**config.mk**
```make
export PLATFORM = sky130hd
export DESIGN_NAME = phs_command_status
export DESIGN_NICKNAME = d
export VERILOG_FILES = /design/src/rtl/phs_command_status.v
export VERILOG_INCLUDE_DIRS = /design/src /design/src/rtl
export SDC_FILE = /design/constraint.sdc
export NUM_CORES = 1
export LEC_CHECK = 0
export ABC_CLOCK_PERIOD_IN_PS = 5930
export BUFFER_PORTS_ARGS = -buffer_cell sky130_fd_sc_hd__clkbuf_2
export CORE_ASPECT_RATIO = 1.4
export CORE_MARGIN = 1.5
export CORE_UTILIZATION = 30
export DETAILED_ROUTE_END_ITERATION = 10
export PLACE_DENSITY = 0.61
export SLEW_MARGIN = 10
export SYNTH_ARGS = -nofsm -noshare
export SYNTH_HDL_FRONTEND = slang
export SYNTH_SLANG_ARGS = --single-unit
```
**constraint.sdc**
```tcl
create_clock -name sys_clk -period 5.93 [get_ports sys_clk]
set_input_delay 0.8895 -clock sys_clk [delete_from_list [all_inputs] [get_ports sys_clk]]
set_output_delay 0.8895 -clock sys_clk [all_outputs]
set_load 0.1 [all_outputs]
```
**src/rtl/phs_consts.vh**
```
// phs_consts.vh: register offsets, field positions, reset values, timing counts
// assumes: included by the command/status block, 10 MHz system clock
`ifndef PHS_CONSTS_VH
`define PHS_CONSTS_VH
// register byte addresses
`define PHS_OFF_CTRL 8'h00
`define PHS_OFF_DEVCFG 8'h04
`define PHS_OFF_SMB 8'h08
`define PHS_OFF_STATUS_WORD 8'h0C
`define PHS_OFF_STATUS_IN 8'h10
`define PHS_OFF_STATUS_VOUT 8'h14
`define PHS_OFF_STATUS_IOUT 8'h18
`define PHS_OFF_STATUS_MFR 8'h1C
`define PHS_OFF_CAPABILITY 8'h20
`define PHS_OFF_INFO 8'h24
`define PHS_OFF_INFO_DATA 8'h28
// control register fields
`define PHS_CTRL_ON 0
`define PHS_CTRL_CLEAR 1
`define PHS_CTRL_CONVERT 2
`define PHS_CTRL_CYCLE 3
`define PHS_CTRL_GROUP 4
`define PHS_CTRL_PEC_BAD 5
`define PHS_CTRL_RST 32'h0000_0001
// device config fields
`define PHS_CFG_FOLDBACK 0
`define PHS_CFG_GLITCH_LO 1
`define PHS_CFG_GLITCH_HI 2
`define PHS_CFG_WARN2_POL 3
`define PHS_CFG_OPEN 4
`define PHS_CFG_RST 8'h01
// smb event register fields
`define PHS_SMB_STOP 0
`define PHS_SMB_ABORT 1
// status word fields
`define PHS_SB_OFF 6
`define PHS_SB_IOUT_OC 4
`define PHS_SB_VIN_UV 3
`define PHS_SB_CML 1
`define PHS_SW_VOUT 15
`define PHS_SW_IOUT 14
`define PHS_SW_INPUT 13
`define PHS_SW_MFR 12
`define PHS_SW_OPEN_BIT 11
// capability: 400 kHz speed code, pec supported, alert supported
`define PHS_CAPABILITY 8'hB0
// power cycle off time in ms, count of cycles at 10 MHz
`define PHS_CLK_HZ 10000000
`define PHS_CYCLE_MS 4000
`define PHS_CYCLE_CNT ((`PHS_CLK_HZ / 1000) * `PHS_CYCLE_MS)
`endif

```
**src/rtl/phs_command_status.v**
```verilog
// phs_command_status.v: command layer and status tree of a hot-swap controller.
// assumes an AXI4-Lite master on sys_clk, a hot-swap state machine and a power
// monitor supplying levels from other clocks (all synchronised here).
// How it works
// [RULE_01] group writes only, own address, no reads
// [RULE_02] host chains repeated starts, one final stop
// [RULE_03] group command held until stop condition
// [RULE_04] group conversion starts at stop
// [RULE_05] on request ignored during undervoltage
// [RULE_06] on bit low forces gate low
// [RULE_07] on bit resets to one
// [RULE_08] operation refused until allow bit set
// [RULE_09] on bit zero turns gate off
// [RULE_10] on bit no effect during uv/ov
// [RULE_11] on bit off then on clears latches
// [RULE_12] output enabled readable in status byte/word
// [RULE_13] config holds foldback, glitch, warn2 polarity
// [RULE_14] power cycle: off four seconds, back on
// [RULE_15] capability gives speed, pec, alert
// [RULE_16] info strings block read with count
// [RULE_17] six status registers in hierarchy
// [RULE_18] word low byte equals status byte
// [RULE_19] faults only overcurrent timeout, ov, uv
// [RULE_20] every fault acts on gate
// [RULE_21] warnings never touch hot-swap control
// [RULE_22] faults latch until cleared, live bits track
// [RULE_23] clear while active sets again
// [RULE_24] bad pec write not executed, flag set
// [RULE_25] gate enable is and of four terms; code ands seven (on bit, uv, ov, permit, not cycling, oc timeout, oc latch)
// [RULE_26] aborted group command discarded
`timescale 1ns/10ps
`include "phs_consts.vh"
module phs_command_status #(
   parameter [31:0] cycle_cnt = `PHS_CYCLE_CNT
) (
   input wire sys_clk,
   input wire sys_rst,
   input wire [7:0] s_axi_awaddr,
   input wire s_axi_awvalid,
   output wire s_axi_awready,
   input wire [31:0] s_axi_wdata,
   input wire [3:0] s_axi_wstrb,
   input wire s_axi_wvalid,
   output wire s_axi_wready,
   output reg [1:0] s_axi_bresp,
   output reg s_axi_bvalid,
   input wire s_axi_bready,
   input wire [7:0] s_axi_araddr,
   input wire s_axi_arvalid,
   output wire s_axi_arready,
   output reg [31:0] s_axi_rdata,
   output reg [1:0] s_axi_rresp,
   output reg s_axi_rvalid,
   input wire s_axi_rready,
   input wire undervoltage_input,
   input wire overvoltage_input,
   input wire oc_timeout,
   input wire hs_permit,
   input wire [4:0] warn_in,
   input wire hw_convert_trigger,
   output reg gate_enable,
   output reg hw_convert_trigger_start,
   output reg foldback_en,
   output reg [1:0] glitch_sel,
   output reg warn2_polarity,
   output reg fault_any
);
   // external levels: two flops, only the second one is read
   reg [9:0] sync_a;
   reg [9:0] sync_b;
   always @(posedge sys_clk or posedge sys_rst) begin
      if (sys_rst) begin
         sync_a <= 10'h000;
         sync_b <= 10'h000;
      end else begin
         sync_a <= {hw_convert_trigger, warn_in, hs_permit, oc_timeout, overvoltage_input, undervoltage_input};
         sync_b <= sync_a;
      end
   end
   wire uv_ok = sync_b[0];
   wire ov_hi = sync_b[1];
   wire oc_to = sync_b[2];
   wire permit = sync_b[3];
   wire [4:0] warn = sync_b[8:4];
   wire hw_convert_trigger_pin = sync_b[9];
   reg hw_convert_trigger_pin_d;

   // bus handshake: address and data may come in either order
   reg aw_held;
   reg w_held;
   reg [7:0] aw_addr;
   reg [31:0] w_data;
   reg [3:0] w_strb;
   assign s_axi_awready = !aw_held && !s_axi_bvalid;
   assign s_axi_wready = !w_held && !s_axi_bvalid;
   assign s_axi_arready = !s_axi_rvalid;
   wire [7:0] wa = aw_held ? aw_addr : s_axi_awaddr;
   wire [31:0] wd = w_held ? w_data : s_axi_wdata;
   wire [3:0] ws = w_held ? w_strb : s_axi_wstrb;
   wire have_aw = aw_held || (s_axi_awvalid && s_axi_awready);
   wire have_w = w_held || (s_axi_wvalid && s_axi_wready);
   wire wr_fire = have_aw && have_w && !s_axi_bvalid;
   wire rd_fire = s_axi_arvalid && s_axi_arready;
   wire rd_info_data = rd_fire && (s_axi_araddr == `PHS_OFF_INFO_DATA);

   // registers
   reg on_bit;
   reg op_allow;
   reg pend_valid;
   reg pend_on;
   reg pend_hw_convert_trigger;
   reg pend_cycle;
   reg pend_clear;
   reg cml_flag;
   reg on_was_off;
   reg [31:0] cycle_timer;
   reg cycling;
   reg flt_uv;
   reg flt_ov;
   reg flt_oc;
   reg [4:0] warn_l;
   reg [1:0] info_sel;
   reg [4:0] info_idx;

   wire wr_ctrl = wr_fire && (wa == `PHS_OFF_CTRL) && ws[0];
   wire wr_cfg = wr_fire && (wa == `PHS_OFF_DEVCFG) && ws[0];
   wire wr_smb = wr_fire && (wa == `PHS_OFF_SMB) && ws[0];
   wire wr_info = wr_fire && (wa == `PHS_OFF_INFO) && ws[0];
   wire pec_bad = wd[`PHS_CTRL_PEC_BAD];
   // [RULE_01] only writes defer
   wire is_group = wd[`PHS_CTRL_GROUP];
   // [RULE_08] refused before allowed
   wire op_refused = wr_ctrl && !op_allow;
   // [RULE_24] bad pec discarded
   wire ctrl_ok = wr_ctrl && op_allow && !pec_bad;
   wire exec_now = ctrl_ok && !is_group;
   // [RULE_03] held until stop
   wire stop_seen = wr_smb && wd[`PHS_SMB_STOP] && !wd[`PHS_SMB_ABORT];
   wire exec_pend = stop_seen && pend_valid;
   wire ex_any = exec_now || exec_pend;
   wire ex_on = exec_now ? wd[`PHS_CTRL_ON] : pend_on;
   wire ex_hw_convert_trigger = exec_now ? wd[`PHS_CTRL_CONVERT] : pend_hw_convert_trigger;
   wire ex_cycle = exec_now ? wd[`PHS_CTRL_CYCLE] : pend_cycle;
   wire ex_clear = exec_now ? wd[`PHS_CTRL_CLEAR] : pend_clear;
   // [RULE_11] off then on clears
   wire toggle_clear = ex_any && ex_on && !on_bit && on_was_off;
   wire clear_all = (ex_any && ex_clear) || toggle_clear;

   always @(posedge sys_clk or posedge sys_rst) begin
      if (sys_rst) begin
         aw_held <= 1'b0;
         w_held <= 1'b0;
         aw_addr <= 8'h00;
         w_data <= 32'h0000_0000;
         w_strb <= 4'h0;
         s_axi_bvalid <= 1'b0;
         s_axi_bresp <= 2'b00;
      end else begin
         if (s_axi_awvalid && s_axi_awready && !wr_fire) begin
            aw_held <= 1'b1;
            aw_addr <= s_axi_awaddr;
         end else if (wr_fire) begin
            aw_held <= 1'b0;
         end
         if (s_axi_wvalid && s_axi_wready && !wr_fire) begin
            w_held <= 1'b1;
            w_data <= s_axi_wdata;
            w_strb <= s_axi_wstrb;
         end else if (wr_fire) begin
            w_held <= 1'b0;
         end
         if (wr_fire) begin
            s_axi_bvalid <= 1'b1;
            if (op_refused || (wa > `PHS_OFF_INFO) || wa[1:0] != 2'b00) begin
               s_axi_bresp <= 2'b10;
            end else begin
               s_axi_bresp <= 2'b00;
            end
         end else if (s_axi_bready) begin
            s_axi_bvalid <= 1'b0;
         end
      end
   end

   // settings word; op_allow starts low so software cannot cut the gate by accident
   always @(posedge sys_clk or posedge sys_rst) begin
      if (sys_rst) begin
         op_allow <= 1'b0;
         foldback_en <= 1'b1;
         glitch_sel <= 2'b00;
         warn2_polarity <= 1'b0;
      end else begin
         // [RULE_13] config fields
         if (wr_cfg) begin
            foldback_en <= wd[`PHS_CFG_FOLDBACK];
            glitch_sel <= wd[`PHS_CFG_GLITCH_HI:`PHS_CFG_GLITCH_LO];
            warn2_polarity <= wd[`PHS_CFG_WARN2_POL];
            op_allow <= wd[`PHS_CFG_OPEN];
         end
      end
   end

   always @(posedge sys_clk or posedge sys_rst) begin
      if (sys_rst) begin
         // [RULE_07] on bit reset one
         on_bit <= 1'b1;
         on_was_off <= 1'b0;
         pend_valid <= 1'b0;
         pend_on <= 1'b0;
         pend_hw_convert_trigger <= 1'b0;
         pend_cycle <= 1'b0;
         pend_clear <= 1'b0;
         cml_flag <= 1'b0;
         cycling <= 1'b0;
         cycle_timer <= 32'h0000_0000;
      end else begin
         // [RULE_03] buffer group write
         if (ctrl_ok && is_group) begin
            pend_valid <= 1'b1;
            pend_on <= wd[`PHS_CTRL_ON];
            pend_hw_convert_trigger <= wd[`PHS_CTRL_CONVERT];
            pend_cycle <= wd[`PHS_CTRL_CYCLE];
            pend_clear <= wd[`PHS_CTRL_CLEAR];
         end else if (wr_smb) begin
            // [RULE_26] abort drops pending
            pend_valid <= 1'b0;
         end
         if (ex_any) begin
            on_bit <= ex_on;
            if (!ex_on) begin
               on_was_off <= 1'b1;
            end else begin
               on_was_off <= 1'b0;
            end
         end
         // [RULE_24] error flag, set wins over clear
         if (wr_ctrl && op_allow && pec_bad) begin
            cml_flag <= 1'b1;
         end else if (clear_all) begin
            cml_flag <= 1'b0;
         end
         // [RULE_14] timed off then on
         if (ex_any && ex_cycle) begin
            cycling <= 1'b1;
            cycle_timer <= cycle_cnt;
         end else if (cycling) begin
            if (cycle_timer <= 32'h0000_0001) begin
               cycling <= 1'b0;
            end
            cycle_timer <= cycle_timer - 32'h0000_0001;
         end
      end
   end

   // edge found on the second sync flop only, so one pulse per rising pin edge
   always @(posedge sys_clk or posedge sys_rst) begin
      if (sys_rst) begin
         hw_convert_trigger_start <= 1'b0;
         hw_convert_trigger_pin_d <= 1'b0;
      end else begin
         hw_convert_trigger_pin_d <= hw_convert_trigger_pin;
         // [RULE_04] convert on direct write, at stop, or on pin edge
         hw_convert_trigger_start <= (ex_any && ex_hw_convert_trigger) || (hw_convert_trigger_pin && !hw_convert_trigger_pin_d);
      end
   end

   // string pointer; a select write rewinds it to the count byte
   always @(posedge sys_clk or posedge sys_rst) begin
      if (sys_rst) begin
         info_sel <= 2'b00;
         info_idx <= 5'h00;
      end else begin
         if (wr_info) begin
            info_sel <= wd[1:0];
            info_idx <= 5'h00;
         end else if (rd_info_data) begin
            info_idx <= info_idx + 5'h01;
         end
      end
   end

   // [RULE_25] gate is and of terms
   // [RULE_05] [RULE_06] [RULE_09] [RULE_10] uv, ov and on bit gate it
   // raw timeout also cuts it, so overcurrent drops the gate as fast as uv and ov
   wire next_gate = on_bit && uv_ok && !ov_hi && permit && !cycling && !oc_to && !flt_oc;
   // [RULE_19] [RULE_22] [RULE_23] fault latches, condition wins over clear
   always @(posedge sys_clk or posedge sys_rst) begin
      if (sys_rst) begin
         flt_uv <= 1'b0;
         flt_ov <= 1'b0;
         flt_oc <= 1'b0;
         warn_l <= 5'h00;
         gate_enable <= 1'b0;
         fault_any <= 1'b0;
      end else begin
         flt_uv <= !uv_ok || (flt_uv && !clear_all);
         flt_ov <= ov_hi || (flt_ov && !clear_all);
         flt_oc <= oc_to || (flt_oc && !clear_all);
         // [RULE_21] warnings latch only
         warn_l <= warn | (warn_l & {5{!clear_all}});
         // [RULE_20] fault drops gate
         gate_enable <= next_gate;
         fault_any <= flt_uv || flt_ov || flt_oc;
      end
   end

   // [RULE_17] six status views
   wire [7:0] st_input = {2'b00, flt_uv, 1'b0, warn_l[1], warn_l[0], flt_ov, 1'b0};
   wire [7:0] st_vout = {1'b0, warn_l[2], 1'b0, warn_l[3], 4'h0};
   wire [7:0] st_iout = {flt_oc, 1'b0, warn_l[4], 5'h00};
   wire [7:0] st_mfr = {4'h0, foldback_en, warn2_polarity, cycling, op_allow};
   // [RULE_12] off bit is live
   wire [7:0] st_byte = {1'b0, !gate_enable, 1'b0, flt_oc, flt_uv | flt_ov, 1'b0, cml_flag, 1'b0};
   // [RULE_18] word low equals byte
   wire [15:0] st_word = {|st_vout, |st_iout, |st_input, |st_mfr, 4'h0, st_byte};

   // [RULE_16] count then ascii text
   reg [7:0] info_byte;
   always @* begin
      info_byte = 8'h00;
      case (info_sel)
         2'b00: begin
            if (info_idx == 5'h00) info_byte = 8'h02;
            else if (info_idx == 5'h01) info_byte = 8'h48;
            else if (info_idx == 5'h02) info_byte = 8'h53;
         end
         2'b01: begin
            if (info_idx == 5'h00) info_byte = 8'h03;
            else if (info_idx == 5'h01) info_byte = 8'h48;
            else if (info_idx == 5'h02) info_byte = 8'h53;
            else if (info_idx == 5'h03) info_byte = 8'h43;
         end
         default: begin
            if (info_idx == 5'h00) info_byte = 8'h01;
            else if (info_idx == 5'h01) info_byte = 8'h41;
         end
      endcase
   end

   always @(posedge sys_clk or posedge sys_rst) begin
      if (sys_rst) begin
         s_axi_rvalid <= 1'b0;
         s_axi_rdata <= 32'h0000_0000;
         s_axi_rresp <= 2'b00;
      end else if (rd_fire) begin
         s_axi_rvalid <= 1'b1;
         s_axi_rresp <= 2'b00;
         if (s_axi_araddr == `PHS_OFF_CTRL) begin
            s_axi_rdata <= {31'h0000_0000, on_bit};
         end else if (s_axi_araddr == `PHS_OFF_DEVCFG) begin
            s_axi_rdata <= {27'h000_0000, op_allow, warn2_polarity, glitch_sel, foldback_en};
         end else if (s_axi_araddr == `PHS_OFF_SMB) begin
            s_axi_rdata <= {31'h0000_0000, pend_valid};
         end else if (s_axi_araddr == `PHS_OFF_STATUS_WORD) begin
            s_axi_rdata <= {16'h0000, st_word};
         end else if (s_axi_araddr == `PHS_OFF_STATUS_IN) begin
            s_axi_rdata <= {24'h00_0000, st_input};
         end else if (s_axi_araddr == `PHS_OFF_STATUS_VOUT) begin
            s_axi_rdata <= {24'h00_0000, st_vout};
         end else if (s_axi_araddr == `PHS_OFF_STATUS_IOUT) begin
            s_axi_rdata <= {24'h00_0000, st_iout};
         end else if (s_axi_araddr == `PHS_OFF_STATUS_MFR) begin
            s_axi_rdata <= {24'h00_0000, st_mfr};
         end else if (s_axi_araddr == `PHS_OFF_CAPABILITY) begin
            // [RULE_15] capability byte
            s_axi_rdata <= {24'h00_0000, `PHS_CAPABILITY};
         end else if (s_axi_araddr == `PHS_OFF_INFO) begin
            s_axi_rdata <= {30'h0000_0000, info_sel};
         end else if (s_axi_araddr == `PHS_OFF_INFO_DATA) begin
            s_axi_rdata <= {24'h00_0000, info_byte};
         end else begin
            s_axi_rdata <= 32'h0000_0000;
            s_axi_rresp <= 2'b10;
         end
      end else if (s_axi_rready) begin
         s_axi_rvalid <= 1'b0;
      end
   end
endmodule // phs_command_status

```
==> run_results.csv <==
group,metric,value,unit
sta,max_freq,0.3227,GHz
flow_run,cap_violations,0,
synthesis,synth-seq-cells,118,
synthesis,synth_cell_types,67,
floorplanning,dieArea,20250,µm²
detailed_routing,first_iter_violations,363,
synthesis,synth_flop_cell,"dfrtp_1",
clocking,cts-hold-fix-buffers,0,
synthesis,ys_warn_count,0,
sta,tightest_slew,1.304,ns
setup_path,critPathMaxFanout,24,
sta,whs,0.3463,ns
setup_path,cp.required,6.18,ns
clocking,clock-root-buffer,"clkbuf_16",
sta,period_share,52.26,%
synthesis,synth_area_leaders,"dfrtp_1 (50%), mux2_2 (6.2%), nor2_1 (3.9%)",
sta,drv_slew,0,
sta,slew_headroom,11.81,%
synthesis,synthCells,554,
global_routing,grt_pass1_vias,4305,
setup_path,cp.arrival,3.35,ns
global_routing,grt_overflow,0,
synthesis,avgSynthCellArea,10.50,µm²
cells_and_area,fin_nets,693,
detailed_routing,drc,0,
floorplanning,die_h,167.8,µm
setup_path,endpoint_kind,"flip-flop",
floorplanning,io_pins,117,
synthesis,synth-seq-area-share,50.81,%
synthesis,muxShareOfSynthArea,6.883,%
cells_and_area,n_fill_cell,1869,
setup_path,start_kind,"flip-flop",
clocking,clock_sinks,118,
sta,fin_tns_setup,0,ns
outcome,outcome,"finished clean",
synthesis,synth_top_family_by_area,"simple AND/OR/NAND/NOR gates",
detailed_routing,vias,4348,
detailed_routing,vias_per_cell,4.947,
clocking,cts_resized,0,
synthesis,synth_top_area_share,49.90,%
floorplanning,coreArea,19140,µm²
synthesis,synth_enable_flop_cells,0,
floorplanning,num_rows,60,
synthesis,synth_common_cells,"dfrtp_1 (116), nor2_1 (60), nand2_1 (36)",
clocking,cts.clk_slew.worst_paths,0.05,ns
detailed_routing,drt_first_pass_iters,5,
sta,rsz0062_at_grt,"no",
clocking,tritoncts,"built",
floorplanning,die_width,120.7,µm
synthesis,synth_area,5817,µm²
power_and_ir_drop,p_leak,2.881,nW
cells_and_area,area.growth.synth_to_final,20.67,%
sta,finalSetupViolations,0,
global_routing,grt_first_pass_wirelength,21.96,mm
synthesis,synth.most_common_cell,"dfrtp_1",
synthesis,netlist.top_cell.by_area,"dfrtp_1",
power_and_ir_drop,p_per_area,398.6,nW/µm²
power_and_ir_drop,ir_drop,0.1952,mV
setup_path,critical_path_class,"reg2reg",
synthesis,synth-simple-area-share,18.84,%
synthesis,synthArstFlopShare,100.0,%
clocking,clk_latency,0.41,ns
cells_and_area,n_antenna_cell,0,
clocking,numCtsBuffers,17,
global_routing,grt.total_usage,13.71,%
floorplanning,start_util,30.39,%
hold_path,hold_path_class,"reg2reg",
synthesis,synth_xor_area_share,4.367,%
synthesis,synth-compound-area-share,12.43,%
clocking,post_cts_buffers,0,
detailed_routing,wl,13.06,mm
cells_and_area,drive_above_1_share,23.45,%
clocking,htree_levels,4,
synthesis,synth-adder-area-share,1.291,%
global_routing,grt_max_degree,73,
global_routing,grt_antenna_before_repair,0,
place,gp_congestion,0.8853,
sta,timing_hold_violations_final,0,
place,numPortBuffers,65,
detailed_routing,wl_per_cell,14.85,µm
detailed_routing,ant_nets,0,
sta,finalCriticalPeriod,3.099,ns
place,post-dp-hpwl,9.168,mm
sta,skew,0.01040,ns
clocking,clockBufferDepth,2,
## metal layers
layer  vias up  GRT usage (%)  part of all wire, %
li1       2092              -                    -
met1      2116          16.12                   42
met2       115          23.32                   51
met3        25          2.895                  3.8
met4         0          7.161                  2.9
met5         -              0                    0
## worst max-delay path, stage by stage (launching register included)
cell and delay (ns):
dfrtp_1 0.56, or4b_2 0.79, a221oi_2 0.45, a32oi_1 0.16, nor2_2 0.83, nor2_1 0.12
## placed cells by master (no fill, tap or decap), types with 5 or more instances in the layout
master and count:
dfrtp_1 116, clkbuf_2 65, nor2_1 59, nand2_1 36, mux2_2 32, o21ai_0 29
conb_1 22, a21oi_1 21, xor2_1 21, clkbuf_16 17, inv_1 15, nor3_1 13
a21o_1 12, nand3_1 12, nor4_1 11, nand4_1 9, xnor2_1 8, bufinv_16 8
nand3b_1 7, or4_1 7, a31oi_1 6, o211ai_1 6, ha_1 6, a32oi_1 5
## through the flow
stage               area (µm²)  instances  utilization (%)  total power [mW]  setup slack, ns
global route              7019        879            36.67             2.912            2.575
CTS                       7019        879            36.67             2.824            2.824
detailed placement        6302        847            32.92             1.569            2.491
finish                    7019        879            36.67             2.798            2.831
floorplan                 5896        575                -             1.470            1.915
global placement          6302        847            32.92             1.561            2.512
## logic make-up after synthesis
| logic type | count (synthesis) |
|---|---|
| simple gates | 197 |
| flops | 118 |
| compound gates | 108 |
| buf+inv | 59 |
| mux | 36 |
| xor+xnor | 29 |
| fa+ha+maj | 6 |
| other cells | 1 |
## sequential cells by signal, indices dropped and copies added (netlist names), 2 cells and up
register / flops
aw_addr: 8
s_axi_rdata: 12
cycle_timer: 32
glitch_sel: 2
sync_a: 10
w_data: 6
info_idx: 5
sync_b: 10
warn_l: 5
info_sel: 2
## area by class of cell
| type | instances | area [µm²] | share of cell area (%) |
|---|---|---|---|
| flip-flops and latches | 118 | 2955 | 42.10 |
| multi-input cells | 398 | 2634 | 37.52 |
| clock buffers | 19 | 442.9 | 6.310 |
| repair buffers | 67 | 340.3 | 4.848 |
| well taps | 248 | 310.3 | 4.421 |
| clock inverters | 13 | 274.0 | 3.904 |
| inverters | 16 | 62.56 | 0.8913 |
## worst paths after layout
kind | from | endpoint | slack [ns] | depth (start not counted)
setup reg to reg | aw_held | cycle_timer[27] | 2.83 | 5
setup / recovery | aw_held | cycle_timer[27] | 2.83 | 5
max in group asynchronous | sys_rst | sync_a[1] | 4.06 | 3
hold / removal | sync_a[1] | sync_b[1] | 0.35 | 0
min in group asynchronous | sys_rst | sync_a[0] | 0.54 | 2
hold reg to reg | sync_a[1] | sync_b[1] | 0.35 | 0
## power breakdown
group	switching, mW	internal (mW)	total [mW]
clock network	0.359	0.883	1.24
logic	0.395	0.160	0.555
registers	0.101	0.900	1.00
No activity file was read; power rests on OpenSTA's default activity.
